`src/pkg/pgp_pkg.sv`:
```
// constants and carrier types for the port 0 / port 1 parallel i/o block
// Summary of operation
// all block registers decode only inside special-function window 0000H to 003FH
// software never touches reserved or direction-inaccessible locations
// software never uses read-modify-write on write-only or interrupt-latch registers
// output bits live in latches; inputs are live pin levels, unlatched; code reads pins through the two-flop pgp_sync, two clocks late
// pin levels for a read are sampled at the read-cycle S1 strobe
// output latch and driven pin change at the write-cycle S2 strobe
// software filters chatter itself by reading repeatedly
// reset sets all port 0 latch bits to one
// software writes one to port 0 bits used as input or secondary function
// port 0 latch address reads latch; pin-state address reads pin levels
// control bit 6 picks port 0 bit 0 as i/o or interrupt; reset is i/o
// select zero routes bit 0 as i/o, one as interrupt input
// port 1 direction bit zero means input, one means output, per bit
// reset clears port 1 direction and latch, all pins inputs
// software clears direction bit for inputs, interrupt or counter inputs
// for counter or divider outputs software sets latch then direction
// port 1 latch writes are accepted whatever the direction bit
// software loads the latch before switching a pin to output
// port 1 read gives pin for input bits, latch for output bits
// write after mixed read overwrites input-bit latches with read pin levels
// port 0 pin driven low for latch zero, released for latch one
package pgp_pkg;
    localparam int         PGP_AW           = 16;
    localparam int         PGP_DW           = 8;
    localparam logic [15:0] PGP_SFR_LO      = 16'h0000;
    localparam logic [15:0] PGP_SFR_HI      = 16'h003F;
    localparam logic [15:0] PGP_P0_LATCH    = 16'h0000;
    localparam logic [15:0] PGP_P1_LATCH    = 16'h0001;
    localparam logic [15:0] PGP_P0_PINS     = 16'h0008;
    localparam logic [15:0] PGP_P1_DIR      = 16'h000D;
    localparam logic [15:0] PGP_EIRQ_CTRL   = 16'h0037;
    localparam int          PGP_EIRQ_SEL_BIT = 6;
    localparam logic [7:0]  PGP_P0_RESET    = 8'hFF;
    localparam logic [7:0]  PGP_P1_RESET    = 8'h00;
    localparam logic [7:0]  PGP_DIR_RESET   = 8'h00;
    localparam logic        PGP_SEL_RESET   = 1'h0;

    typedef struct packed {
        logic [15:0] addr;
        logic [7:0]  wdata;
        logic        rd_s1;
        logic        wr_s2;
    } pgp_sfr_req_s;
endpackage

```
`src/hdl/pgp_sync.sv`:
```
// two-flop synchroniser for a group of pin inputs
`timescale 1ns/1ps
module pgp_sync
    import pgp_pkg::*;
#(
    parameter int W = 8
) (
    input  wire logic         i_clk,
    input  wire logic         i_srst,
    input  wire logic [W-1:0] i_async,
    output logic      [W-1:0] o_sync
);
    logic [W-1:0] meta_reg;

    always_ff @(posedge i_clk) begin
        if (i_srst) begin
            meta_reg <= '0;
            o_sync   <= '0;
        end else begin
            meta_reg <= i_async;
            o_sync   <= meta_reg;
        end
    end
endmodule

```
`src/hdl/pgp_ports.sv`:
```
// port 0 and port 1 parallel i/o with their special-function registers
`timescale 1ns/1ps
module pgp_ports
    import pgp_pkg::*;
(
    input  wire logic         i_clk,
    input  wire logic         i_srst,
    input  wire pgp_sfr_req_s i_sfr,
    output logic              o_sfr_hit,
    output logic [7:0]        o_rdata,
    input  wire logic [7:0]   i_p0_pin,
    output logic [7:0]        o_p0_out,
    output logic [7:0]        o_p0_oe,
    input  wire logic [7:0]   i_p1_pin,
    output logic [7:0]        o_p1_out,
    output logic [7:0]        o_p1_oe,
    output logic              o_ext_irq0_input
);
    // ****************************************
    // pin synchronisers
    // ****************************************
    logic [7:0] p0_pin_s;
    logic [7:0] p1_pin_s;

    pgp_sync #(.W(8)) u_sync_p0 (
        .i_clk   (i_clk),
        .i_srst  (i_srst),
        .i_async (i_p0_pin),
        .o_sync  (p0_pin_s)
    );

    pgp_sync #(.W(8)) u_sync_p1 (
        .i_clk   (i_clk),
        .i_srst  (i_srst),
        .i_async (i_p1_pin),
        .o_sync  (p1_pin_s)
    );

    // ****************************************
    // address decode
    // ****************************************
    logic in_window;
    logic wr_p0;
    logic wr_p1;
    logic wr_dir;
    logic wr_eirq;

    assign in_window = (i_sfr.addr >= PGP_SFR_LO) && (i_sfr.addr <= PGP_SFR_HI);
    assign o_sfr_hit = in_window && ((i_sfr.addr == PGP_P0_LATCH) || (i_sfr.addr == PGP_P1_LATCH)
                       || (i_sfr.addr == PGP_P0_PINS) || (i_sfr.addr == PGP_P1_DIR)
                       || (i_sfr.addr == PGP_EIRQ_CTRL));
    assign wr_p0   = i_sfr.wr_s2 && in_window && (i_sfr.addr == PGP_P0_LATCH);
    assign wr_p1   = i_sfr.wr_s2 && in_window && (i_sfr.addr == PGP_P1_LATCH);
    assign wr_dir  = i_sfr.wr_s2 && in_window && (i_sfr.addr == PGP_P1_DIR);
    assign wr_eirq = i_sfr.wr_s2 && in_window && (i_sfr.addr == PGP_EIRQ_CTRL);

    // ****************************************
    // port 0 latch
    // ****************************************
    logic [7:0] p0_latch_reg;

    always_ff @(posedge i_clk) begin
        if (i_srst) begin
            p0_latch_reg <= PGP_P0_RESET;
        end else if (wr_p0) begin
            p0_latch_reg <= i_sfr.wdata;
        end
    end

    // ****************************************
    // port 1 latch and direction
    // ****************************************
    logic [7:0] p1_latch_reg;
    logic [7:0] p1_dir_reg;

    // every bit stored regardless of direction; a read-back write refreshes input bits
    always_ff @(posedge i_clk) begin
        if (i_srst) begin
            p1_latch_reg <= PGP_P1_RESET;
        end else if (wr_p1) begin
            p1_latch_reg <= i_sfr.wdata;
        end
    end

    always_ff @(posedge i_clk) begin
        if (i_srst) begin
            p1_dir_reg <= PGP_DIR_RESET;
        end else if (wr_dir) begin
            p1_dir_reg <= i_sfr.wdata;
        end
    end

    // ****************************************
    // interrupt pin select
    // ****************************************
    logic eirq_sel_reg;

    always_ff @(posedge i_clk) begin
        if (i_srst) begin
            eirq_sel_reg <= PGP_SEL_RESET;
        end else if (wr_eirq) begin
            eirq_sel_reg <= i_sfr.wdata[PGP_EIRQ_SEL_BIT];
        end
    end

    // idle high when not routed, since the interrupt fires on a falling edge
    always_ff @(posedge i_clk) begin
        if (i_srst) begin
            o_ext_irq0_input <= 1'h1;
        end else begin
            o_ext_irq0_input <= eirq_sel_reg ? p0_pin_s[0] : 1'h1;
        end
    end

    // ****************************************
    // pin drivers
    // ****************************************
    assign o_p0_out = 8'h00;
    assign o_p0_oe  = ~p0_latch_reg;
    assign o_p1_out = p1_latch_reg;
    assign o_p1_oe  = p1_dir_reg;

    // ****************************************
    // read path
    // ****************************************
    logic [7:0] rd_mux;

    always_comb begin
        rd_mux = 8'h00;
        if (in_window) begin
            unique case (i_sfr.addr)
                PGP_P0_LATCH:  rd_mux = p0_latch_reg;
                PGP_P0_PINS:   rd_mux = p0_pin_s;
                PGP_P1_LATCH:  rd_mux = (p1_dir_reg & p1_latch_reg) | (~p1_dir_reg & p1_pin_s);
                PGP_P1_DIR:    rd_mux = p1_dir_reg;
                PGP_EIRQ_CTRL: rd_mux = {1'h0, eirq_sel_reg, 6'h00};
                default:       rd_mux = 8'h00;
            endcase
        end
    end

    always_ff @(posedge i_clk) begin
        if (i_srst) begin
            o_rdata <= 8'h00;
        end else if (i_sfr.rd_s1) begin
            o_rdata <= rd_mux;
        end
    end

    // ****************************************
    // checks
    // ****************************************
    p0_reset_ones_a: assert property (@(posedge i_clk) i_srst |=> p0_latch_reg == PGP_P0_RESET)
        else $error("port 0 latch not all ones after reset");

    p1_reset_clear_a: assert property (@(posedge i_clk)
        i_srst |=> (p1_dir_reg == PGP_DIR_RESET) && (p1_latch_reg == PGP_P1_RESET))
        else $error("port 1 not cleared by reset");

    p0_write_update_a: assert property (@(posedge i_clk) disable iff (i_srst)
        wr_p0 |=> o_p0_oe == ~$past(i_sfr.wdata))
        else $error("port 0 pins not updated by write");

    p1_write_any_a: assert property (@(posedge i_clk) disable iff (i_srst)
        wr_p1 |=> o_p1_out == $past(i_sfr.wdata))
        else $error("port 1 latch write lost");

    p0_latch_hold_a: assert property (@(posedge i_clk) disable iff (i_srst)
        !wr_p0 |=> $stable(p0_latch_reg))
        else $error("port 0 latch changed without write");

    p1_read_mix_a: assert property (@(posedge i_clk) disable iff (i_srst)
        i_sfr.rd_s1 && in_window && i_sfr.addr == PGP_P1_LATCH |=>
        o_rdata == (($past(p1_dir_reg) & $past(p1_latch_reg)) | (~$past(p1_dir_reg) & $past(p1_pin_s))))
        else $error("port 1 read mixes pins and latch wrongly");

    p0_pin_read_a: assert property (@(posedge i_clk) disable iff (i_srst)
        i_sfr.rd_s1 && i_sfr.addr == PGP_P0_PINS |=> o_rdata == $past(p0_pin_s))
        else $error("port 0 pin-state read wrong");

    outside_window_a: assert property (@(posedge i_clk) disable iff (i_srst)
        i_sfr.addr > PGP_SFR_HI |-> !o_sfr_hit)
        else $error("decode outside special-function window");

    irq_route_a: assert property (@(posedge i_clk) disable iff (i_srst)
        !eirq_sel_reg |=> o_ext_irq0_input)
        else $error("interrupt input active while routed as i/o");

    p0_drive_low_a: assert property (@(posedge i_clk) disable iff (i_srst)
        o_p0_out == 8'h00 && o_p0_oe == ~p0_latch_reg)
        else $error("port 0 open-drain drive wrong");
endmodule

```
`config.mk`:
```
export PLATFORM = sky130hd
export DESIGN_NAME = pgp_ports
export DESIGN_NICKNAME = d
export VERILOG_FILES = /design/src/pkg/pgp_pkg.sv /design/src/hdl/pgp_sync.sv /design/src/hdl/pgp_ports.sv
export SDC_FILE = /design/constraint.sdc
export NUM_CORES = 1
export LEC_CHECK = 0
export ABC_AREA = 1
export BUFFER_PORTS_ARGS = -buffer_cell sky130_fd_sc_hd__buf_2
export CORE_MARGIN = 1
export CORE_UTILIZATION = 29
export CTS_CLUSTER_DIAMETER = 50
export CTS_CLUSTER_SIZE = 16
export DETAILED_ROUTE_END_ITERATION = 7
export SLEW_MARGIN = 25
export SYNTH_ARGS = -nofsm -noshare
export SYNTH_HDL_FRONTEND = slang
export SYNTH_SLANG_ARGS = --single-unit
export TNS_END_PERCENT = 10
```
`constraint.sdc`:
```
create_clock -name i_clk -period 1.08 [get_ports i_clk]
set_input_delay 0.054 -clock i_clk [delete_from_list [all_inputs] [get_ports i_clk]]
set_output_delay 0.054 -clock i_clk [all_outputs]
set_load 0.02 [all_outputs]
```
==> results.yml, run 1 <==
status:
  status: "finished clean"
sta:
  worst_slack_ns: 0.0342
  slew_viol_final: 0
  rsz0062_at_grt: "yes"
  min_period_ns: 1.05
  setup_viol: 0
  worst_clock_skew_ns: 0.0120
  hold_violations: 0
  fin_crit_sh_pct: 96.8
  fmax_mhz: 956
  whs_ns: 0.0338
  setup_tns_ns: 0
placed_design:
  gp_congestion: 0.839
  io_buffers: 77
  dp_hpwl_mm: 5.29
  place_ws_ns: -0.344
grt:
  grt_pass1_vias: 2581
  grt_first_pass_wirelength_mm: 12.1
  globalRouteMet1Util_pct: 19.6
  grt_util_met2_pct: 27.4
  antenna_found_initial: 0
  grt_start_max_net_pins: 26
  groute.usage.overall_pct: 16.2
  globalRouteMet3Util_pct: 5.39
  grt_overflow_total: 0
  busiest_layer: "met2"
floorplanning:
  die_h_um: 98.6
  coreArea_sq_um: 8890
  dieArea_sq_um: 9730
  num_rows: 34
  die_w_um: 98.6
  io_pins: 86
  initial_core_util_pct: 30.5
setup_path:
  cp_max_fo: 3
  crit_arrival_ns: 0.99
  start_kind: "input port"
  critPathCaptureType: "output port"
  path_class: "in -> out"
  critPathRequiredTime_ns: 1.03
drt:
  postRouteAntennaNets: 0
  drtPass1Iterations: 4
  vias: 2692
  drc: 0
  viasPerCell: 4.41
  wl_mm: 7.48
  detail_route.iter0.violations: 183
  post_drt_wl_per_cell_um: 12.2
final_layout:
  seqCellArea_sq_um: 1330
  drive_gt1_share_pct: 30.0
  nets: 542
  multi_input_area_sq_um: 1100
  fill_cells: 901
  n_antenna_cell: 0
  area_growth_pct: 45.9
synthesis:
  synth_cell_types: 23
  synth_common_cells: "nor2_1 (67), dfxtp_1 (66), inv_1 (56)"
  synthTopCellsByArea: "dfxtp_1 (49%), nor2_1 (9.3%), inv_1 (7.8%)"
  synth_top_area_cell: "dfxtp_1"
  synth.avg_cell_area_sq_um: 7.34
  synthMostInstantiatedCell: "nor2_1"
  ys_seq_area_share_pct: 48.8
  synth_edf_count: 0
  ys.flop_type: "dfxtp_1"
  ys_warn_count: 0
  yosysTopAreaCellShare_pct: 48.8
  syn_area_sq_um: 2710
  yosys_register_bits: 66
  async_reset_ff_share_pct: 0
  synth_cells: 369
hold_path:
  holdCritPathClass: "in -> reg"
clocking:
  htree_levels: 3
  clkSinkCount: 66
  ctsRootBufferMaster: "clkbuf_8"
  cts_made_buffers: 9
  clk_path_buf_depth: 2
  clock_latency_ns: 0.35
  path_clk_slew_ns: 0.08
  cts_tree: "done"
pwr:
  power.density_nw_per_um2: 1230
  leakagePower_nw: 2.02
  vdd_drop_max_mv: 0.821
flow_run:
  cap_violations: 0
## cell families after synthesis
family / synth area share, %
AND/OR/NAND/NOR: 30.2
buffers and inverters: 12.9
flip-flops: 48.8
AO/OA/AOI/OAI: 7.95
other: 0.138
## where the power goes
group / switching, W / total, W / internal (W)
Sequential: 0.0000154 / 0.00250 / 0.00249
Combinational: 0.000192 / 0.000378 / 0.000186
Clock: 0.000916 / 0.00197 / 0.00106
Total: 0.00112 / 0.00485 / 0.00373
## metal layers
layer  routed length, um  vias up
met4                  31        0
met5                   0        -
met2                3620      105
li1                    -     1392
met1                3370     1191
met3                 467        4
## worst paths after layout
kind	from	to	slack, ns	depth (start not counted)
min reg2reg	u_sync_p0.meta_reg[5]$_SDFF_PP0_	u_sync_p0.o_sync[5]$_SDFF_PP0_	0.40	2
max	i_sfr[15]	o_sfr_hit	0.03	9
max reg2reg	o_p1_out[5]$_SDFFE_PP0P_	o_rdata[5]$_SDFFE_PP0P_	0.09	6
min	i_sfr[6]	o_p1_out[4]$_SDFFE_PP0P_	0.03	3
## cell type report
type,instances,area share [%]
Inverter,59,5.83
Clock buffer,11,3.33
Clock inverter,5,1.39
Sequential cell,66,33.8
Timing Repair Buffer,132,24.5
Tap cell,108,3.42
Multi-Input combinational cell,230,27.8
## cell usage in the layout, fill, tap and decap left out, drive strengths merged, types with 4 or more instances in the layout
cell type / n
dfxtp: 66
nand2: 54
nand4: 9
o21ai: 27
clkinv: 4
a21oi: 13
nand3: 42
inv: 57
conb: 8
dlygate4sd3: 22
buf: 106
clkbuf: 11
nor2: 73
## through the flow
stage | cell area (sq um) | util (%) | power [W] | std cells
after CTS | 3860 | 43.4 | 0.00489 | 608
after detailed placement | 3330 | 37.5 | 0.00285 | 560
final | 3950 | 44.4 | 0.00485 | 611
after global routing | 3950 | 44.4 | 0.00507 | 611
after global placement | 3330 | 37.5 | 0.00285 | 560
after floorplan | 2730 | - | 0.00273 | 376
## critical path: stages
cell and delay (ns):
buf_2 0.12, nor2_4 0.12, nand2_4 0.07, buf_12 0.13
nor2_4 0.12, buf_6 0.11, o21ai_1 0.06, nand3_2 0.09
buf_6 0.11
## what timing repair did
action,in CTS,in global routing
buffers inserted,6,3
endpoints found under the hold margin,23,0
pin swaps,5,6
cloned,1,0
hold buffers,25,0
setup endpoints to repair,3,20
resized for setup,5,30
No activity file was read; power rests on OpenSTA's default activity.
==> run 2: changes to the inputs <==
==> constraint.sdc (replaced) <==
create_clock -name i_clk -period 1.08 [get_ports i_clk]
set_input_delay 0.108 -clock i_clk [delete_from_list [all_inputs] [get_ports i_clk]]
set_output_delay 0.108 -clock i_clk [all_outputs]
set_load 0.02 [all_outputs]
==> run 2 against run 1 <==
  * Fmax fell by 0.63%
  * Clock-buffer cell count fell by 1
  * Non-clock buffer count fell by 7
  * Clock skew fell by 0.0037 ns
  * Register-to-register slack got worse by 0.02 ns
  * Global-route usage fell by 0.26 points
  * Flip-flop and latch count did not move
  * Hold slack improved by 0.013 ns
  * Clock power rose by 17%
  * Critical path type unchanged
==> results.yml, run 2 (synthesis results as in run 1) <==
final_layout:
  final_common_cell: "buf_2"
  nets: 536
  fin_area_sq_um: 4020
  final_util_pct: 45.2
  most-common-layout-cells: "buf_2 (69), nor2_1 (58), inv_1 (56), dfxtp_1 (56), nand2_1 (44)"
  drive_gt1_share_pct: 34.2
  area_growth_pct: 48.3
  n_antenna_cell: 0
grt:
  grt_pass1_vias: 2560
  groute.usage.overall_pct: 16.0
  grt_first_pass_wirelength_mm: 12.0
  antenna_found_initial: 0
  grt_start_max_net_pins: 26
  grt_overflow_total: 0
pwr:
  power.density_nw_per_um2: 1290
  total_power_w: 0.00518
  comb_power_share_pct: 7.4
  p_seq_share_pct: 48.2
  switching_share_pct: 22.4
  p_clk_share_pct: 44.4
  internal_power_w: 0.00402
  leakagePower_nw: 1.98
  p_switching_w: 0.00116
  vdd_drop_max_mv: 0.840
sta:
  slew_viol_final: 0
  whs_ns: 0.0469
  fin_crit_sh_pct: 97.4
  rsz0062_at_grt: "yes"
  hold_violations: 0
  setup_viol: 0
  setup_tns_ns: 0
  fmax_mhz: 950
  worst_clock_skew_ns: 0.00824
  min_period_ns: 1.05
drt:
  wl_mm: 7.57
  post_drt_wl_per_cell_um: 12.5
  drtPass1Iterations: 4
  detail_route.iter0.violations: 133
  drc: 0
  vias: 2693
  postRouteAntennaNets: 0
  viasPerCell: 4.45
placed_design:
  placed_cell_area_sq_um: 3320
  gp_congestion: 0.793
  io_buffers: 77
  dp_hpwl_mm: 5.22
hold_path:
  min_to: "p0_latch_reg[2]$_SDFFE_PP1P_"
  holdCritPathClass: "in -> reg"
  hp-start: "i_sfr[4]"
  worstHoldPathCells: 3
flow_run:
  cap_violations: 0
floorplanning:
  io_pins: 86
  initial_core_util_pct: 30.5
  dieArea_sq_um: 9730
  coreArea_sq_um: 8890
  num_rows: 34
  die_w_um: 98.6
  die_h_um: 98.6
setup_path:
  crit_top_cell: "buf_6"
  r2r_setup_slack_ns: 0.07
  critPathCaptureType: "output port"
  cp_top_family: "simple AND/OR/NAND/NOR gates"
  critPathMaxStageDelay_ns: 0.13
  crit_chain: "buf_6 -> nor2_4 -> nand2_4 -> buf_6 -> nor2_4 -> o21ai_4 -> nand3_2 -> buf_6"
  critPathBufInv: 3
  cp_max_fo: 4
  path_class: "in -> out"
  critPathRequiredTime_ns: 0.97
  reg2reg_depth: 5
  start_kind: "input port"
  reg2reg_from: "o_p1_oe[7]$_SDFFE_PP0P_"
  crit_arrival_ns: 0.94
  crit_path_top_delay_cell: "nor2_4"
  r2r-end: "o_rdata[7]$_SDFFE_PP0P_"
status:
  status: "finished clean"
clocking:
  clock_latency_ns: 0.34
  cts_tree: "done"
  clkSinkCount: 66
  cts_made_buffers: 9
  ctsRootBufferMaster: "clkbuf_8"
  htree_levels: 3
  clk_path_buf_depth: 2
  path_clk_slew_ns: 0.07
-- run 2: changes by cell type in the layout (fill, tap and decap cells not counted), sizes merged, moves of 2 or more --
cell	before	now
dlygate4sd3	22	17
buf	106	108
dlymetal6s4s	3	0
clkinvlp	2	4
-- run 2: area by class of cell --
type / instances / area [sq um]
Multi-Input combinational cell: 230 / 1190
Tap cell: 108 / 135
Timing Repair Buffer: 125 / 888
Clock buffer: 10 / 138
Sequential cell: 66 / 1340
Timing Repair inverter: 1 / 5.00
Fill cell: 880 / 4880
Clock inverter: 6 / 90.1
Inverter: 59 / 236
-- run 2: stage by stage --
stage               worst slack, ns  instances
CTS                         -0.0480        600
global placement             -0.372        561
global route                -0.0363        605
detailed placement           -0.416        561
floorplan                    0.0136        376
finish                       0.0276        605
-- run 2: how the worst max path moves through the flow --
stage          startpoint                      endpoint  slack [ns]  cells past startpoint
3_5_place_dp    i_sfr[15]       o_p1_oe[6]$_SDFFE_PP0P_       -0.42                      9
3_3_place_gp    i_sfr[15]       o_p1_oe[0]$_SDFFE_PP0P_       -0.37                      9
4_1_cts         i_sfr[12]                     o_sfr_hit       -0.05                      9
2_1_floorplan   i_sfr[16]  p0_latch_reg[0]$_SDFFE_PP1P_        0.01                      8
5_1_grt         i_sfr[17]                     o_sfr_hit       -0.04                      8
6_report        i_sfr[17]                     o_sfr_hit        0.03                      8
-- run 2: power groups by stage --
stage          Sequential [W]  Clock, W  Combinational (W)
2_1_floorplan         0.00255         0           0.000174
3_3_place_gp          0.00256         0           0.000287
3_5_place_dp          0.00256         0           0.000293
4_1_cts               0.00250   0.00236           0.000342
5_1_grt               0.00250   0.00248           0.000424
6_report              0.00250   0.00230           0.000381
-- run 2: worst reg2reg max path, stage by stage, from the launching register on --
cell	delay [ns]
dfxtp_4	0.36
o21ai_2	0.14
nand3_1	0.10
nand4_1	0.13
nand2_1	0.08
a21oi_2	0.13
-- run 2: what timing repair did --
action | 4_1_cts | 5_1_grt
endpoints found under the setup margin | 5 | 42
gates cloned | 0 | 1
hold buffers | 17 | 0
endpoints found under the hold margin | 16 | 0
pin swaps | 5 | 14
resized for setup | 15 | 59
setup buffers | 6 | 5
-- run 2: per-layer routing --
metal / up-vias / track usage (%) / routed length, um
met2: 97 / 26.2 / 3560
met1: 1199 / 20.0 / 3450
met5: - / 0 / 0
met4: 0 / 8.04 / 183
met3: 14 / 3.26 / 364
li1: 1383 / - / -
==> run 3: changes to the inputs <==
==> constraint.sdc (replaced) <==
create_clock -name i_clk -period 1.08 [get_ports i_clk]
set_input_delay 0.108 -clock i_clk [delete_from_list [all_inputs] [get_ports i_clk]]
set_output_delay 0.108 -clock i_clk [all_outputs]
set_load 0.01 [all_outputs]
==> run 3 against run 2 <==
  * Flip-flop and latch count stayed put
  * Largest cell class unchanged
  * Design area is 0.53% higher
  * Critical endpoint unchanged
  * Clock power is 5% higher
  * Non-clock buffer count is 1 lower
==> results.yml, run 3 (synthesis results as in run 1) <==
clocking:
  ctsRootBufferMaster: "clkbuf_8"
  cts_made_buffers: 9
  cts_tree: "done"
  path_clk_slew_ns: 0.07
  clock_latency_ns: 0.34
  clkSinkCount: 66
  htree_levels: 3
  clk_path_buf_depth: 2
pwr:
  internal_power_w: 0.00419
  p_clk_share_pct: 45.6
  comb_power_share_pct: 7.1
  p_switching_w: 0.00110
  leakagePower_nw: 2.03
  power.density_nw_per_um2: 1310
  vdd_drop_max_mv: 1.07
  p_seq_share_pct: 47.3
  switching_share_pct: 20.9
hold_path:
  hp-start: "i_sfr[5]"
  worstHoldPathCells: 3
  holdCritPathClass: "in -> reg"
  min_to: "p0_latch_reg[3]$_SDFFE_PP1P_"
setup_path:
  cp_max_fo: 2
  r2r_setup_slack_ns: 0.05
  critPathRequiredTime_ns: 0.97
  critPathCaptureType: "output port"
  reg2reg_from: "o_p1_oe[4]$_SDFFE_PP0P_"
  crit_arrival_ns: 0.93
  path_class: "in -> out"
  r2r-end: "o_rdata[4]$_SDFFE_PP0P_"
  start_kind: "input port"
  reg2reg_depth: 5
drt:
  viasPerCell: 4.51
  post_drt_wl_per_cell_um: 12.7
  wl_mm: 7.65
  detail_route.iter0.violations: 161
  drc: 0
  vias: 2721
  drtPass1Iterations: 6
  postRouteAntennaNets: 0
grt:
  grt_overflow_total: 0
  groute.usage.overall_pct: 15.8
  grt_start_max_net_pins: 26
  grt_pass1_vias: 2514
  grt_first_pass_wirelength_mm: 11.8
  antenna_found_initial: 0
sta:
  rsz0062_at_grt: "yes"
  fmax_mhz: 961
  setup_viol: 0
  whs_ns: 0.0443
  hold_violations: 0
  worst_clock_skew_ns: 0.00638
  fin_crit_sh_pct: 96.3
  min_period_ns: 1.04
  slew_viol_final: 0
final_layout:
  n_antenna_cell: 0
  drive_gt1_share_pct: 33.1
  final_common_cell: "buf_2"
  fill_cells: 890
  final_util_pct: 45.4
  nets: 535
  fin_cells: 603
  most-common-layout-cells: "buf_2 (71), dfxtp_1 (60), nor2_1 (58), inv_1 (56), nand2_1 (44)"
  area_growth_pct: 49.1
floorplanning:
  num_rows: 34
  initial_core_util_pct: 30.5
  die_w_um: 98.6
  dieArea_sq_um: 9730
  die_h_um: 98.6
  coreArea_sq_um: 8890
  io_pins: 86
flow_run:
  cap_violations: 0
placed_design:
  dp_cells: 558
  io_buffers: 77
  gp_congestion: 0.812
  dp_hpwl_mm: 5.15
status:
  status: "finished clean"
[run 3: final cells by class]
cell class	count	area [sq um]	area share, %
clock buffers	10	128	3.16
clock inverters	5	104	2.57
inverters	59	236	5.86
multi-input cells	230	1180	29.4
flip-flops and latches	66	1330	32.9
well taps	108	135	3.35
repair buffers	124	915	22.7
repair inverters	1	5.00	0.124
[run 3: critical path: stages]
cell	delay (ns)
buf_2	0.12
nor2_4	0.13
buf_4	0.13
nand2_1	0.08
nor2_4	0.13
nand2_4	0.06
nand3_2	0.08
buf_6	0.10
[run 3: metrics by stage]
step | total power [W] | setup slack, ns | setup TNS, ns | cell area (sq um)
4_1_cts | 0.00530 | -0.0105 | -0.0105 | 3830
6_report | 0.00529 | 0.0398 | 0 | 4040
5_1_grt | 0.00551 | -0.0291 | -0.111 | 4040
3_5_place_dp | 0.00284 | -0.416 | -9.45 | 3310
2_1_floorplan | 0.00272 | 0.0136 | 0 | 2730
3_3_place_gp | 0.00283 | -0.386 | -8.94 | 3310
[run 3: what timing repair did]
action | in CTS | in global routing
endpoints found under the setup margin | 10 | 36
buffers inserted | 9 | 2
gates resized for setup | 5 | 59
gates cloned | 1 | 1
pin swaps | 5 | 14
hold endpoints to repair | 16 | 0
hold buffers | 17 | 0
[run 3: worst max-delay path by stage]
| stage | startpoint | end | slack (ns) | cells after the start |
|---|---|---|---|---|
| final | i_sfr[16] | o_sfr_hit | 0.04 | 8 |
| after global routing | i_sfr[16] | o_sfr_hit | -0.03 | 8 |
| after detailed placement | i_sfr[15] | o_p1_oe[6]$_SDFFE_PP0P_ | -0.42 | 9 |
| after floorplan | i_sfr[16] | p0_latch_reg[0]$_SDFFE_PP1P_ | 0.01 | 8 |
| after global placement | i_sfr[15] | o_p1_oe[0]$_SDFFE_PP0P_ | -0.39 | 9 |
| after CTS | i_sfr[16] | o_sfr_hit | -0.01 | 8 |
[run 3: power by group through the flow]
stage / combinational, W / sequential [W] / clock [W]
2_1_floorplan: 0.000162 / 0.00255 / 0
3_3_place_gp: 0.000276 / 0.00256 / 0
3_5_place_dp: 0.000280 / 0.00256 / 0
4_1_cts: 0.000332 / 0.00250 / 0.00247
5_1_grt: 0.000420 / 0.00251 / 0.00259
6_report: 0.000374 / 0.00250 / 0.00241
[run 3: metal layers]
metal | global-route usage (%) | wire [um] | share of wire (%)
met1 | 19.1 | 3350 | 44
met2 | 27.0 | 3730 | 49
met3 | 4.26 | 427 | 5.6
met4 | 5.40 | 133 | 1.7
met5 | 0 | 0 | 0
